[src/rtl/rfcci_map.vh]
`ifndef RFCCI_MAP_VH
`define RFCCI_MAP_VH
// Fieldbus protocols, 0 means none or automatic detection
`define RFCCI_PROTO_NONE  2'h0
`define RFCCI_PROTO_A     2'h1
`define RFCCI_PROTO_B     2'h2
`define RFCCI_PROTO_C     2'h3
// Per-cycle size codes, bytes = 8 << code
`define RFCCI_SZ_8        3'h0
`define RFCCI_SZ_16       3'h1
`define RFCCI_SZ_32       3'h2
`define RFCCI_SZ_64       3'h3
`define RFCCI_SZ_128      3'h4
`define RFCCI_MAX_BYTES   8'h80
// Channel data interface modes
`define RFCCI_M_HF_BASIC  3'h0
`define RFCCI_M_HF_FULL   3'h1
`define RFCCI_M_HF_MDROP  3'h2
`define RFCCI_M_UHF_BASIC 3'h3
`define RFCCI_M_UHF_FULL  3'h4
// Command codes
`define RFCCI_C_IDLE      8'h00
`define RFCCI_C_INVENT    8'h01
`define RFCCI_C_READ      8'h02
`define RFCCI_C_WRITE     8'h03
`define RFCCI_C_WRVERIFY  8'h04
`define RFCCI_C_TAGINFO   8'h05
`define RFCCI_C_CONT      8'h10
`define RFCCI_C_BUFREAD   8'h11
`define RFCCI_C_CONTSTOP  8'h12
`define RFCCI_C_PRESENCE  8'h13
`define RFCCI_C_BUFDEL    8'h14
`define RFCCI_C_HEADPW    8'h20
`define RFCCI_C_TAGPW     8'h21
`define RFCCI_C_FAMILY    8'h30
`define RFCCI_C_FORMAT    8'h31
`define RFCCI_C_ITEMCODE  8'h32
`define RFCCI_C_KILL      8'h33
`define RFCCI_C_BACKUP    8'h40
`define RFCCI_C_RESTORE   8'h41
`define RFCCI_C_RESET     8'h7F
// Response error codes
`define RFCCI_E_NONE      4'h0
`define RFCCI_E_UNSUP     4'h1
`define RFCCI_E_SIZE      4'h2
`define RFCCI_E_TIMEOUT   4'h3
`define RFCCI_E_HEAD      4'h4
`endif

[src/rtl/rfcci_core.v]
// What this block does
// At most 128 bytes per cycle; fragment beyond
// Per-protocol per-cycle size, default per protocol
// Auto mode adopts first connecting protocol
// Manual protocol skips detection, fixed forever
// Other protocols get read access only
// Five channel modes set per channel
// Basic modes: single tag, no fragmentation
// Full HF mode adds fragments and multitag
// Full modes bound execution by timeout
// Full HF continuous mode repeats, FIFO stores
// Multidrop: 32 heads, one busy at once except in continuous broadcast
// Each multidrop head reports tag presence
// Continuous multidrop broadcasts, ring buffer logs
// Presence sensing powers reader, repeats, FIFO
// Decoder accepts the documented command set
// Loop counter rerun within two cycles
// Without loop counter, clear then set again
// Success echoes command code in response
// Unsupported command answered with error
`timescale 1ns/1ps
`include "rfcci_map.vh"
module rfcci_core #(
    parameter DEPTH = 64,
    parameter AW    = 6
) (
    input  wire        sys_clk,
    input  wire        srst,
    input  wire [1:0]  protoManual,
    input  wire [2:0]  connReq,
    input  wire        startupOver,
    input  wire [2:0]  cfgSizeA,
    input  wire [2:0]  cfgSizeB,
    input  wire [2:0]  cfgFragC,
    input  wire [2:0]  chMode,
    input  wire        multiTag,
    input  wire [15:0] timeoutCycles,
    input  wire        cmdValid,
    input  wire [7:0]  cmdCode,
    input  wire [7:0]  loopCnt,
    input  wire [15:0] cmdLen,
    input  wire [4:0]  cmdHeadAddr,
    input  wire        bufPop,
    input  wire        headDone,
    input  wire        headOk,
    input  wire        headDataValid,
    input  wire [7:0]  headData,
    input  wire [31:0] tagPresentPin,
    output reg  [1:0]  protoActive_q,
    output reg  [2:0]  writeGrant_q,
    output reg  [7:0]  cycleBytes_q,
    output reg  [8:0]  fragTotal_q,
    output reg         headReq_q,
    output reg  [4:0]  headAddr_q,
    output reg         headBcast_q,
    output reg         readerOn_q,
    output reg         rspBusy_q,
    output reg         rspDone_q,
    output reg  [7:0]  rspCode_q,
    output reg  [3:0]  rspErr_q,
    output reg  [7:0]  rspLoop_q,
    output reg  [7:0]  bufData_q,
    output reg         bufEmpty_q,
    output reg         bufOvf_q,
    output reg  [31:0] tagPresent_q
);

////////////////////////////////////////////////////////////////////////////
localparam [3:0] ST_IDLE  = 4'h1;
localparam [3:0] ST_ISSUE = 4'h2;
localparam [3:0] ST_WAIT  = 4'h4;
localparam [3:0] ST_CONT  = 4'h8;

function isFull;
    input [2:0] m;
    begin
        isFull = (m == `RFCCI_M_HF_FULL) || (m == `RFCCI_M_UHF_FULL);
    end
endfunction

function isUhf;
    input [2:0] m;
    begin
        isUhf = (m == `RFCCI_M_UHF_BASIC) || (m == `RFCCI_M_UHF_FULL);
    end
endfunction

// Returns 1 when the mode may run the command
function cmdOk;
    input [2:0] m;
    input [7:0] c;
    input       mt;
    begin
        case (c)
            `RFCCI_C_INVENT, `RFCCI_C_READ, `RFCCI_C_WRITE,
            `RFCCI_C_TAGINFO, `RFCCI_C_HEADPW, `RFCCI_C_RESET:
                cmdOk = 1'b1;
            `RFCCI_C_WRVERIFY, `RFCCI_C_TAGPW:
                cmdOk = !mt;
            `RFCCI_C_CONT:
                cmdOk = (m == `RFCCI_M_HF_FULL)
                     || (m == `RFCCI_M_HF_MDROP);
            `RFCCI_C_PRESENCE:
                cmdOk = (m == `RFCCI_M_UHF_FULL);
            `RFCCI_C_BUFREAD, `RFCCI_C_BUFDEL, `RFCCI_C_CONTSTOP:
                cmdOk = isFull(m) || (m == `RFCCI_M_HF_MDROP);
            `RFCCI_C_FAMILY, `RFCCI_C_FORMAT:
                cmdOk = !isUhf(m) && !mt;
            `RFCCI_C_ITEMCODE, `RFCCI_C_KILL,
            `RFCCI_C_BACKUP, `RFCCI_C_RESTORE:
                cmdOk = isUhf(m) && !mt;
            default:
                cmdOk = 1'b0;
        endcase
    end
endfunction

// Bytes per cycle for protocols A and B, fragment size for C; illegal codes fall back
function [7:0] sizeOf;
    input [1:0] p;
    input [2:0] a;
    input [2:0] b;
    input [2:0] f;
    begin
        case (p)
            `RFCCI_PROTO_A:
                sizeOf = (a > `RFCCI_SZ_128) ? 8'h10 : (8'h08 << a);
            `RFCCI_PROTO_B:
                sizeOf = (b == `RFCCI_SZ_16 || b == `RFCCI_SZ_64)
                       ? (8'h08 << b) : `RFCCI_MAX_BYTES;
            `RFCCI_PROTO_C:
                sizeOf = (f > `RFCCI_SZ_128) ? 8'h10 : (8'h08 << f);
            default:
                sizeOf = 8'h10;
        endcase
    end
endfunction

////////////////////////////////////////////////////////////////////////////
// Tag presence pins come from the heads' own timing
reg  [31:0] tagMeta_q;

always @(posedge sys_clk)
begin
    if (srst)
    begin
        tagMeta_q    <= 32'h0;
        tagPresent_q <= 32'h0;
    end
    else
    begin
        tagMeta_q    <= tagPresentPin;
        tagPresent_q <= tagMeta_q;
    end
end

////////////////////////////////////////////////////////////////////////////
// Protocol binding; manual choice wins and is never released
always @(posedge sys_clk)
begin
    if (srst)
    begin
        protoActive_q <= `RFCCI_PROTO_NONE;
        writeGrant_q  <= 3'h0;
    end
    else
    begin
        if (protoActive_q == `RFCCI_PROTO_NONE)
        begin
            if (protoManual != `RFCCI_PROTO_NONE)
                protoActive_q <= protoManual;
            else if (!startupOver && connReq[0])
                protoActive_q <= `RFCCI_PROTO_A;
            else if (!startupOver && connReq[1])
                protoActive_q <= `RFCCI_PROTO_B;
            else if (!startupOver && connReq[2])
                protoActive_q <= `RFCCI_PROTO_C;
        end
        case (protoActive_q)
            `RFCCI_PROTO_A: writeGrant_q <= 3'h1;
            `RFCCI_PROTO_B: writeGrant_q <= 3'h2;
            `RFCCI_PROTO_C: writeGrant_q <= 3'h4;
            default:        writeGrant_q <= 3'h0;
        endcase
    end
end

////////////////////////////////////////////////////////////////////////////
// Command sequencer
reg  [3:0]  state_q;
reg         doneHeld_q;
reg  [7:0]  lastLoop_q;
reg  [15:0] tmo_q;
reg         ringMode_q;
reg         pushEn_q;
reg  [AW:0] cnt_q;
reg  [AW-1:0] wrPtr_q;
reg  [AW-1:0] rdPtr_q;
reg  [7:0]  mem_q [0:DEPTH-1];

wire [7:0]  szNow   = sizeOf(protoActive_q, cfgSizeA, cfgSizeB, cfgFragC);
wire [16:0] lenRnd  = {1'b0, cmdLen} + {9'h0, szNow} - 17'h1;
wire [2:0]  szLog   = szNow[7] ? 3'h7 : szNow[6] ? 3'h6 : szNow[5] ? 3'h5
                   : szNow[4] ? 3'h4 : 3'h3;
// Counts beyond nine bits wrap; the count port is only nine bits wide
wire [16:0] fragAll = lenRnd >> szLog;
// Re-run needs a new loop count, or the command cleared and set again
wire        fresh   = !doneHeld_q || (loopCnt != lastLoop_q);
wire        trig    = cmdValid && (cmdCode != `RFCCI_C_IDLE) && fresh
                   && (protoActive_q != `RFCCI_PROTO_NONE);
wire        tooBig  = !isFull(chMode) && (cmdLen > 16'h0080);
wire        badCmd  = !cmdOk(chMode, cmdCode, multiTag)
                   || (multiTag && !isFull(chMode));
wire        tmoHit  = isFull(chMode) && (tmo_q >= timeoutCycles)
                   && (timeoutCycles != 16'h0);
wire        isCont  = (cmdCode == `RFCCI_C_CONT)
                   || (cmdCode == `RFCCI_C_PRESENCE);
wire        full    = (cnt_q == DEPTH[AW:0]);
wire        push    = pushEn_q && headDataValid;
wire        pop     = bufPop && (cnt_q != {(AW+1){1'b0}});
wire        drop    = push && full && ringMode_q;
wire        wrOk    = push && (!full || ringMode_q);
wire        clrBuf  = (state_q == ST_ISSUE)
                   && (rspCode_q == `RFCCI_C_BUFDEL);

integer i;

always @(posedge sys_clk)
begin
    if (srst)
    begin
        state_q     <= ST_IDLE;
        doneHeld_q  <= 1'b0;
        lastLoop_q  <= 8'h0;
        tmo_q       <= 16'h0;
        headReq_q   <= 1'b0;
        headAddr_q  <= 5'h0;
        headBcast_q <= 1'b0;
        readerOn_q  <= 1'b0;
        rspBusy_q   <= 1'b0;
        rspDone_q   <= 1'b0;
        rspCode_q   <= `RFCCI_C_IDLE;
        rspErr_q    <= `RFCCI_E_NONE;
        rspLoop_q   <= 8'h0;
        cycleBytes_q <= 8'h10;
        fragTotal_q <= 9'h0;
        ringMode_q  <= 1'b0;
        pushEn_q    <= 1'b0;
    end
    else
    begin
        headReq_q    <= 1'b0;
        // Third protocol moves a fixed 128 bytes; szNow is its fragment
        cycleBytes_q <= (protoActive_q == `RFCCI_PROTO_C) ? `RFCCI_MAX_BYTES
                      : szNow;
        if (!cmdValid)
        begin
            doneHeld_q <= 1'b0;
            rspDone_q  <= 1'b0;
        end
        case (state_q)
            ST_IDLE:
                if (trig)
                begin
                    lastLoop_q <= loopCnt;
                    rspCode_q  <= cmdCode;
                    rspBusy_q  <= 1'b1;
                    rspDone_q  <= 1'b0;
                    tmo_q      <= 16'h0;
                    // Whole fragments of at most 128 bytes each
                    fragTotal_q <= fragAll[8:0];
                    if (badCmd || tooBig)
                    begin
                        rspErr_q   <= badCmd ? `RFCCI_E_UNSUP
                                             : `RFCCI_E_SIZE;
                        rspBusy_q  <= 1'b0;
                        rspDone_q  <= 1'b1;
                        doneHeld_q <= 1'b1;
                        rspLoop_q  <= loopCnt;
                        rspCode_q  <= `RFCCI_C_IDLE;
                    end
                    else
                    begin
                        rspErr_q <= `RFCCI_E_NONE;
                        state_q  <= ST_ISSUE;
                    end
                end
            ST_ISSUE:
            begin
                headReq_q   <= 1'b1;
                // Only the addressed head runs unless broadcasting
                headAddr_q  <= cmdHeadAddr;
                headBcast_q <= isCont
                            && (chMode == `RFCCI_M_HF_MDROP);
                readerOn_q  <= isUhf(chMode);
                ringMode_q  <= (chMode == `RFCCI_M_HF_MDROP);
                pushEn_q    <= isCont;
                state_q     <= isCont ? ST_CONT : ST_WAIT;
            end
            ST_WAIT:
            begin
                tmo_q <= tmo_q + 16'h1;
                if (headDone || tmoHit)
                begin
                    rspErr_q   <= tmoHit && !headDone ? `RFCCI_E_TIMEOUT
                                : headOk ? `RFCCI_E_NONE : `RFCCI_E_HEAD;
                    rspCode_q  <= (headDone && headOk) ? rspCode_q
                                : `RFCCI_C_IDLE;
                    rspBusy_q  <= 1'b0;
                    rspDone_q  <= 1'b1;
                    rspLoop_q  <= lastLoop_q;
                    doneHeld_q <= 1'b1;
                    readerOn_q <= 1'b0;
                    state_q    <= ST_IDLE;
                end
            end
            ST_CONT:
            begin
                // The head runs once per request; reissue after each result
                if (headDone)
                    headReq_q <= 1'b1;
                if (!rspDone_q)
                begin
                    rspDone_q  <= 1'b1;
                    doneHeld_q <= 1'b1;
                    rspLoop_q  <= lastLoop_q;
                end
                if (cmdValid && cmdCode == `RFCCI_C_CONTSTOP)
                begin
                    pushEn_q    <= 1'b0;
                    headBcast_q <= 1'b0;
                    readerOn_q  <= 1'b0;
                    rspBusy_q   <= 1'b0;
                    rspCode_q   <= `RFCCI_C_CONTSTOP;
                    doneHeld_q  <= 1'b1;
                    state_q     <= ST_IDLE;
                end
            end
            default:
                state_q <= ST_IDLE;
        endcase
    end
end

////////////////////////////////////////////////////////////////////////////
// Result store: FIFO refuses when full, ring drops the oldest entry
always @(posedge sys_clk)
begin
    if (srst || clrBuf)
    begin
        wrPtr_q    <= {AW{1'b0}};
        rdPtr_q    <= {AW{1'b0}};
        cnt_q      <= {(AW+1){1'b0}};
        bufData_q  <= 8'h0;
        bufEmpty_q <= 1'b1;
        bufOvf_q   <= 1'b0;
    end
    else
    begin
        if (wrOk)
            wrPtr_q <= wrPtr_q + {{(AW-1){1'b0}}, 1'b1};
        if (pop || drop)
            rdPtr_q <= rdPtr_q + {{(AW-1){1'b0}}, 1'b1};
        if (pop)
            bufData_q <= mem_q[rdPtr_q];
        if (wrOk && !(pop || drop))
            cnt_q <= cnt_q + {{AW{1'b0}}, 1'b1};
        else if (!wrOk && pop)
            cnt_q <= cnt_q - {{AW{1'b0}}, 1'b1};
        if (push && full && !ringMode_q)
            bufOvf_q <= 1'b1;
        bufEmpty_q <= (cnt_q == {(AW+1){1'b0}}) && !wrOk
                   || (cnt_q == {{AW{1'b0}}, 1'b1} && pop && !wrOk);
    end
end

// Storage has no reset; pointers define what is valid
always @(posedge sys_clk)
begin
    for (i = 0; i < DEPTH; i = i + 1)
        if (wrOk && wrPtr_q == i[AW-1:0])
            mem_q[i] <= headData;
end

endmodule

[config.mk]
export PLATFORM = sky130hd
export DESIGN_NAME = rfcci_core
export DESIGN_NICKNAME = d
export VERILOG_FILES = /design/src/rtl/rfcci_core.v
export VERILOG_INCLUDE_DIRS = /design/src /design/src/rtl
export SDC_FILE = /design/constraint.sdc
export NUM_CORES = 1
export LEC_CHECK = 0
export BUFFER_PORTS_ARGS = -buffer_cell sky130_fd_sc_hd__buf_2
export CAP_MARGIN = 5
export CORE_MARGIN = 1.5
export CORE_UTILIZATION = 58
export CTS_BUF_LIST = sky130_fd_sc_hd__clkbuf_2 sky130_fd_sc_hd__clkbuf_4 sky130_fd_sc_hd__clkbuf_8
export CTS_CLUSTER_SIZE = 24
export DETAILED_ROUTE_END_ITERATION = 6
export PLACE_DENSITY = 0.8
export RECOVER_POWER = 100
export SLEW_MARGIN = 20
export SYNTH_ARGS = -nofsm -noshare
export SYNTH_HDL_FRONTEND = slang
export SYNTH_SLANG_ARGS = --single-unit
[constraint.sdc]
create_clock -name sys_clk -period 10 [get_ports sys_clk]
set_input_delay 2 -clock sys_clk [delete_from_list [all_inputs] [get_ports sys_clk]]
set_output_delay 2 -clock sys_clk [all_outputs]
set_load 0.1 [all_outputs]
==> summary.md <==
| Metric | Value |
|---|---|
| Grt total ovfl | 0 |
| Vias in the first global route | 16,600 |
| Static Leak | 10.7 nW |
| Gr usage total | 26.0% |
| Tmin final | 6.91 ns |
| PwrDens | 217 nW/um^2 |
| Final-layout fill cell count | 3,189 |
| Synth unique cells | 78 |
| Initial antenna violation count | 3 |
| WP data required | 10.56 ns |
| Post-Syn Area per Cell | 15.5 um^2 |
| Worst skew pair latency | 0.68 ns |
| First-pass GRT wire length | 98.2 mm |
| Share of cells above drive strength 1 | 22.8% |
| Internal | 0.00500 W |
| Post-CTS Hold Fix Bufs | 0 |
| Pin count of the biggest net entering global routing | 75 |
| CTS tree | yes |
| Floorplan row count | 80 |
| Max Fclk | 145 MHz |
| Sequential power share | 46.1% |
| Post-CTS Resized | 0 |
| CP Launch Type | input pin |
| RSZ-0062 raised after global routing | false |
| Starting Density | 59.1% |
| Vias/cell | 6.13 |
| DRT iter0 DRCs | 2,120 |
| CTS Sinks | 684 |
| Core box area | 48,000 um^2 |
| Comb pwr share | 20.0% |
| Post-Syn Instances | 1,829 |
| Die Span Y | 224 um |
| Final Hold Fails | 0 |
| Final setup fails | 0 |
| GPL Wtd Cong | 0.908 |
| Die Footprint | 50,300 um^2 |
| Htree depth | 3 |
| Clk pwr share | 33.9% |
| Warnings, synthesis | 0 |
| Critical Path AT | 7.47 ns |
| Top cell type by total area after synthesis | edfxtp_1 |
| Dpl hpwl | 41.8 mm |
| Crit Path Class | in -> reg |
| CP max FO | 74 |
| Final ANT Viol Nets | 0 |
| Switching pwr | 0.00195 W |
| Post-synthesis register bit count | 684 |
| Status | complete, but fails checks |
| Via count | 16,900 |
| Post-CTS setup buffer count | 0 |
| Port buffer count | 208 |
| Crit path from | srst |
| MaxCap Viol Count | 11 |
| Layout Nets | 2,233 |
| # IOs | 213 |
| # DRC | 0 |
| Clock Skew | 0.0310 ns |
| Peak supply drop | 0.000146 V |
| Die Wd | 224 um |
| Sequential area share after synthesis | 66.3% |
| Clock Pin Slew Worst Setup and Hold Paths | 0.06 ns |
| Top_reg_cell synth | edfxtp_1 |
| Final non-filler cell total | 2,763 |
| DRT Pass-1 Iters | 6 |
| CTS Root Cell | clkbuf_8 |
| Hold Path Class | reg -> reg |
| Critical hold path startpoint | tagMeta_q[11] |
| Setup TNS | 0 ns |
| Drt total wl | 65.0 mm |
| Area Overhead vs Synth | 12.6% |
| RR Startpoint | protoActive_q[0] |
| Worst slew margin | -107% |
| Number of synthesized flops with an enable pin | 512 |
| Synth Cell Area | 28,400 um^2 |
| Period Utilization, post-route | 69.1% |
| Sw frac | 28.0% |
| FF/Latch Area | 18,800 um^2 |
| Synth top area share | 54.2% |
| Routed WL per cell | 23.5 um |
| Failing checks | capacitance limit, slew limit |
| Pins over their slew limit | 651 |
| Top cells by area, synth | edfxtp_1, mux4_2, dfxtp_1 |
| Clock Path Buffers | 3 |
| Actual slew at the worst max-slew pin | 3.11 ns |
| CTS Buf Count | 104 |
| Async SR Flop Fraction | 0% |
| Worst setup EP type | flip-flop |
| Multi-input gate area | 8930 um^2 |
| Cell Count Post-Placement | 2,571 |
## path summary, 6_finish.rpt
| check | endpoint | slack, ns | depth (start not counted) |
|---|---|---|---|
| worst max-delay path | rspCode_q[6] | 3.09 | 4 |
| worst min-delay path | tagPresent_q[11] | 0.44 | 1 |
| worst max register to register | fragTotal_q[4] | 5.56 | 14 |
| worst min register to register | tagPresent_q[11] | 0.44 | 1 |
## metrics by stage
step	area, um^2	hold WS (ns)	worst slack [ns]	util [%]	power (W)
final	32000	0.436	3.09	66.5	0.00695
after global placement	29900	0.417	4.31	62.3	0.00463
after global routing	31900	0.458	2.71	66.5	0.00719
after detailed placement	29900	0.425	4.25	62.3	0.00466
after floorplan	28400	0.414	4.82	-	0.00430
after CTS	32100	0.440	4.96	66.8	0.00699
## power by group through the flow
stage	Clock [W]	Combinational (W)	Sequential (W)
2_1_floorplan	0	0.000880	0.00342
3_3_place_gp	0	0.00138	0.00326
3_5_place_dp	0	0.00140	0.00326
4_1_cts	0.00238	0.00140	0.00320
5_1_grt	0.00250	0.00148	0.00321
6_report	0.00235	0.00139	0.00320
## cells in the final DEF, fill, tap and decap left out, types with 79 or more instances in the layout
master    netlist  routed
nand2_1        98      98
a21oi_1        87      87
dfxtp_1       172     169
clkbuf_8        0     118
edfxtp_1      512     512
nor2b_1        79      79
nor2_1        149     149
buf_2          12     109
mux4_2        169     169
clkbuf_1       68     104
## cell families (layout without fill, tap and decap cells)
logic type / Yosys count / after routing / share of synthesized area (%)
AO/OA/AOI/OAI: 229 / 229 / 5.33
XOR/XNOR: 35 / 35 / 1.08
adder cells (fa/ha/maj): 51 / 51 / 2.28
buffers and inverters: 164 / 477 / 2.30
flip-flops: 684 / 684 / 66.3
multiplexers: 188 / 188 / 14.1
other: 1 / 7 / 0.0132
AND/OR/NAND/NOR: 477 / 477 / 8.58
## critical path, stage by stage
cell and delay, ns:
clkbuf_1 2.17, clkbuf_1 2.32, nor2b_1 0.49, a22o_1 0.42
## flip-flops by register name, summed over array words and instances (netlist names), 2 cells and up
name and cells:
mem_q 512, tagMeta_q 32, tagPresent_q 32, tmo_q 16
fragTotal_q 9, bufData_q 8, lastLoop_q 8, rspCode_q 8
rspLoop_q 8, cnt_q 7, rdPtr_q 6, wrPtr_q 6
cycleBytes_q 5, headAddr_q 5, state_q 4, rspErr_q 3
writeGrant_q 3, protoActive_q 2
## Yosys cell counts (all sizes together) (3+ instances only)
cell     count
edfxtp     512
dfxtp      172
mux4       169
nor2       149
nand2       98
a21oi       87
nor2b       80
clkbuf      68
inv         66
ha          50
o21ai       37
buf         30
xnor2       27
nor3        23
nand3       20
or3         17
nand3b      15
a21o        13
a22o        13
mux2i       13
nand4       13
nor4        12
a211oi      10
nor4b       10
a311oi       9
and3         9
a31oi        8
xor2         8
a2111oi      6
mux2         6
or2          6
and2         4
nand2b       4
nor3b        4
o21bai       4
o31ai        4
or4b         4
a221oi       3
a22oi        3
nand4b       3
o211ai       3
o31a         3
o32ai        3
## metal layers
layer	track usage, %	part of all wire [%]	vias to the layer above
li1	-	-	7538
met5	0	0	-
met2	40.9	47	948
met1	36.5	41	8334
met4	8.49	2.6	0
met3	5.52	9.3	128
## area by class of cell
| class | count | share of cell area (%) |
|---|---|---|
| Sequential cell | 684 | 58.9 |
| Multi-Input combinational cell | 984 | 27.9 |
| Clock buffer | 162 | 6.12 |
| Timing Repair Buffer | 223 | 3.16 |
| Tap cell | 615 | 2.41 |
| Inverter | 66 | 0.775 |
| Clock inverter | 26 | 0.638 |
| Antenna cell | 3 | 0.0235 |
Note: power is estimated with default switching activity, not from simulation.
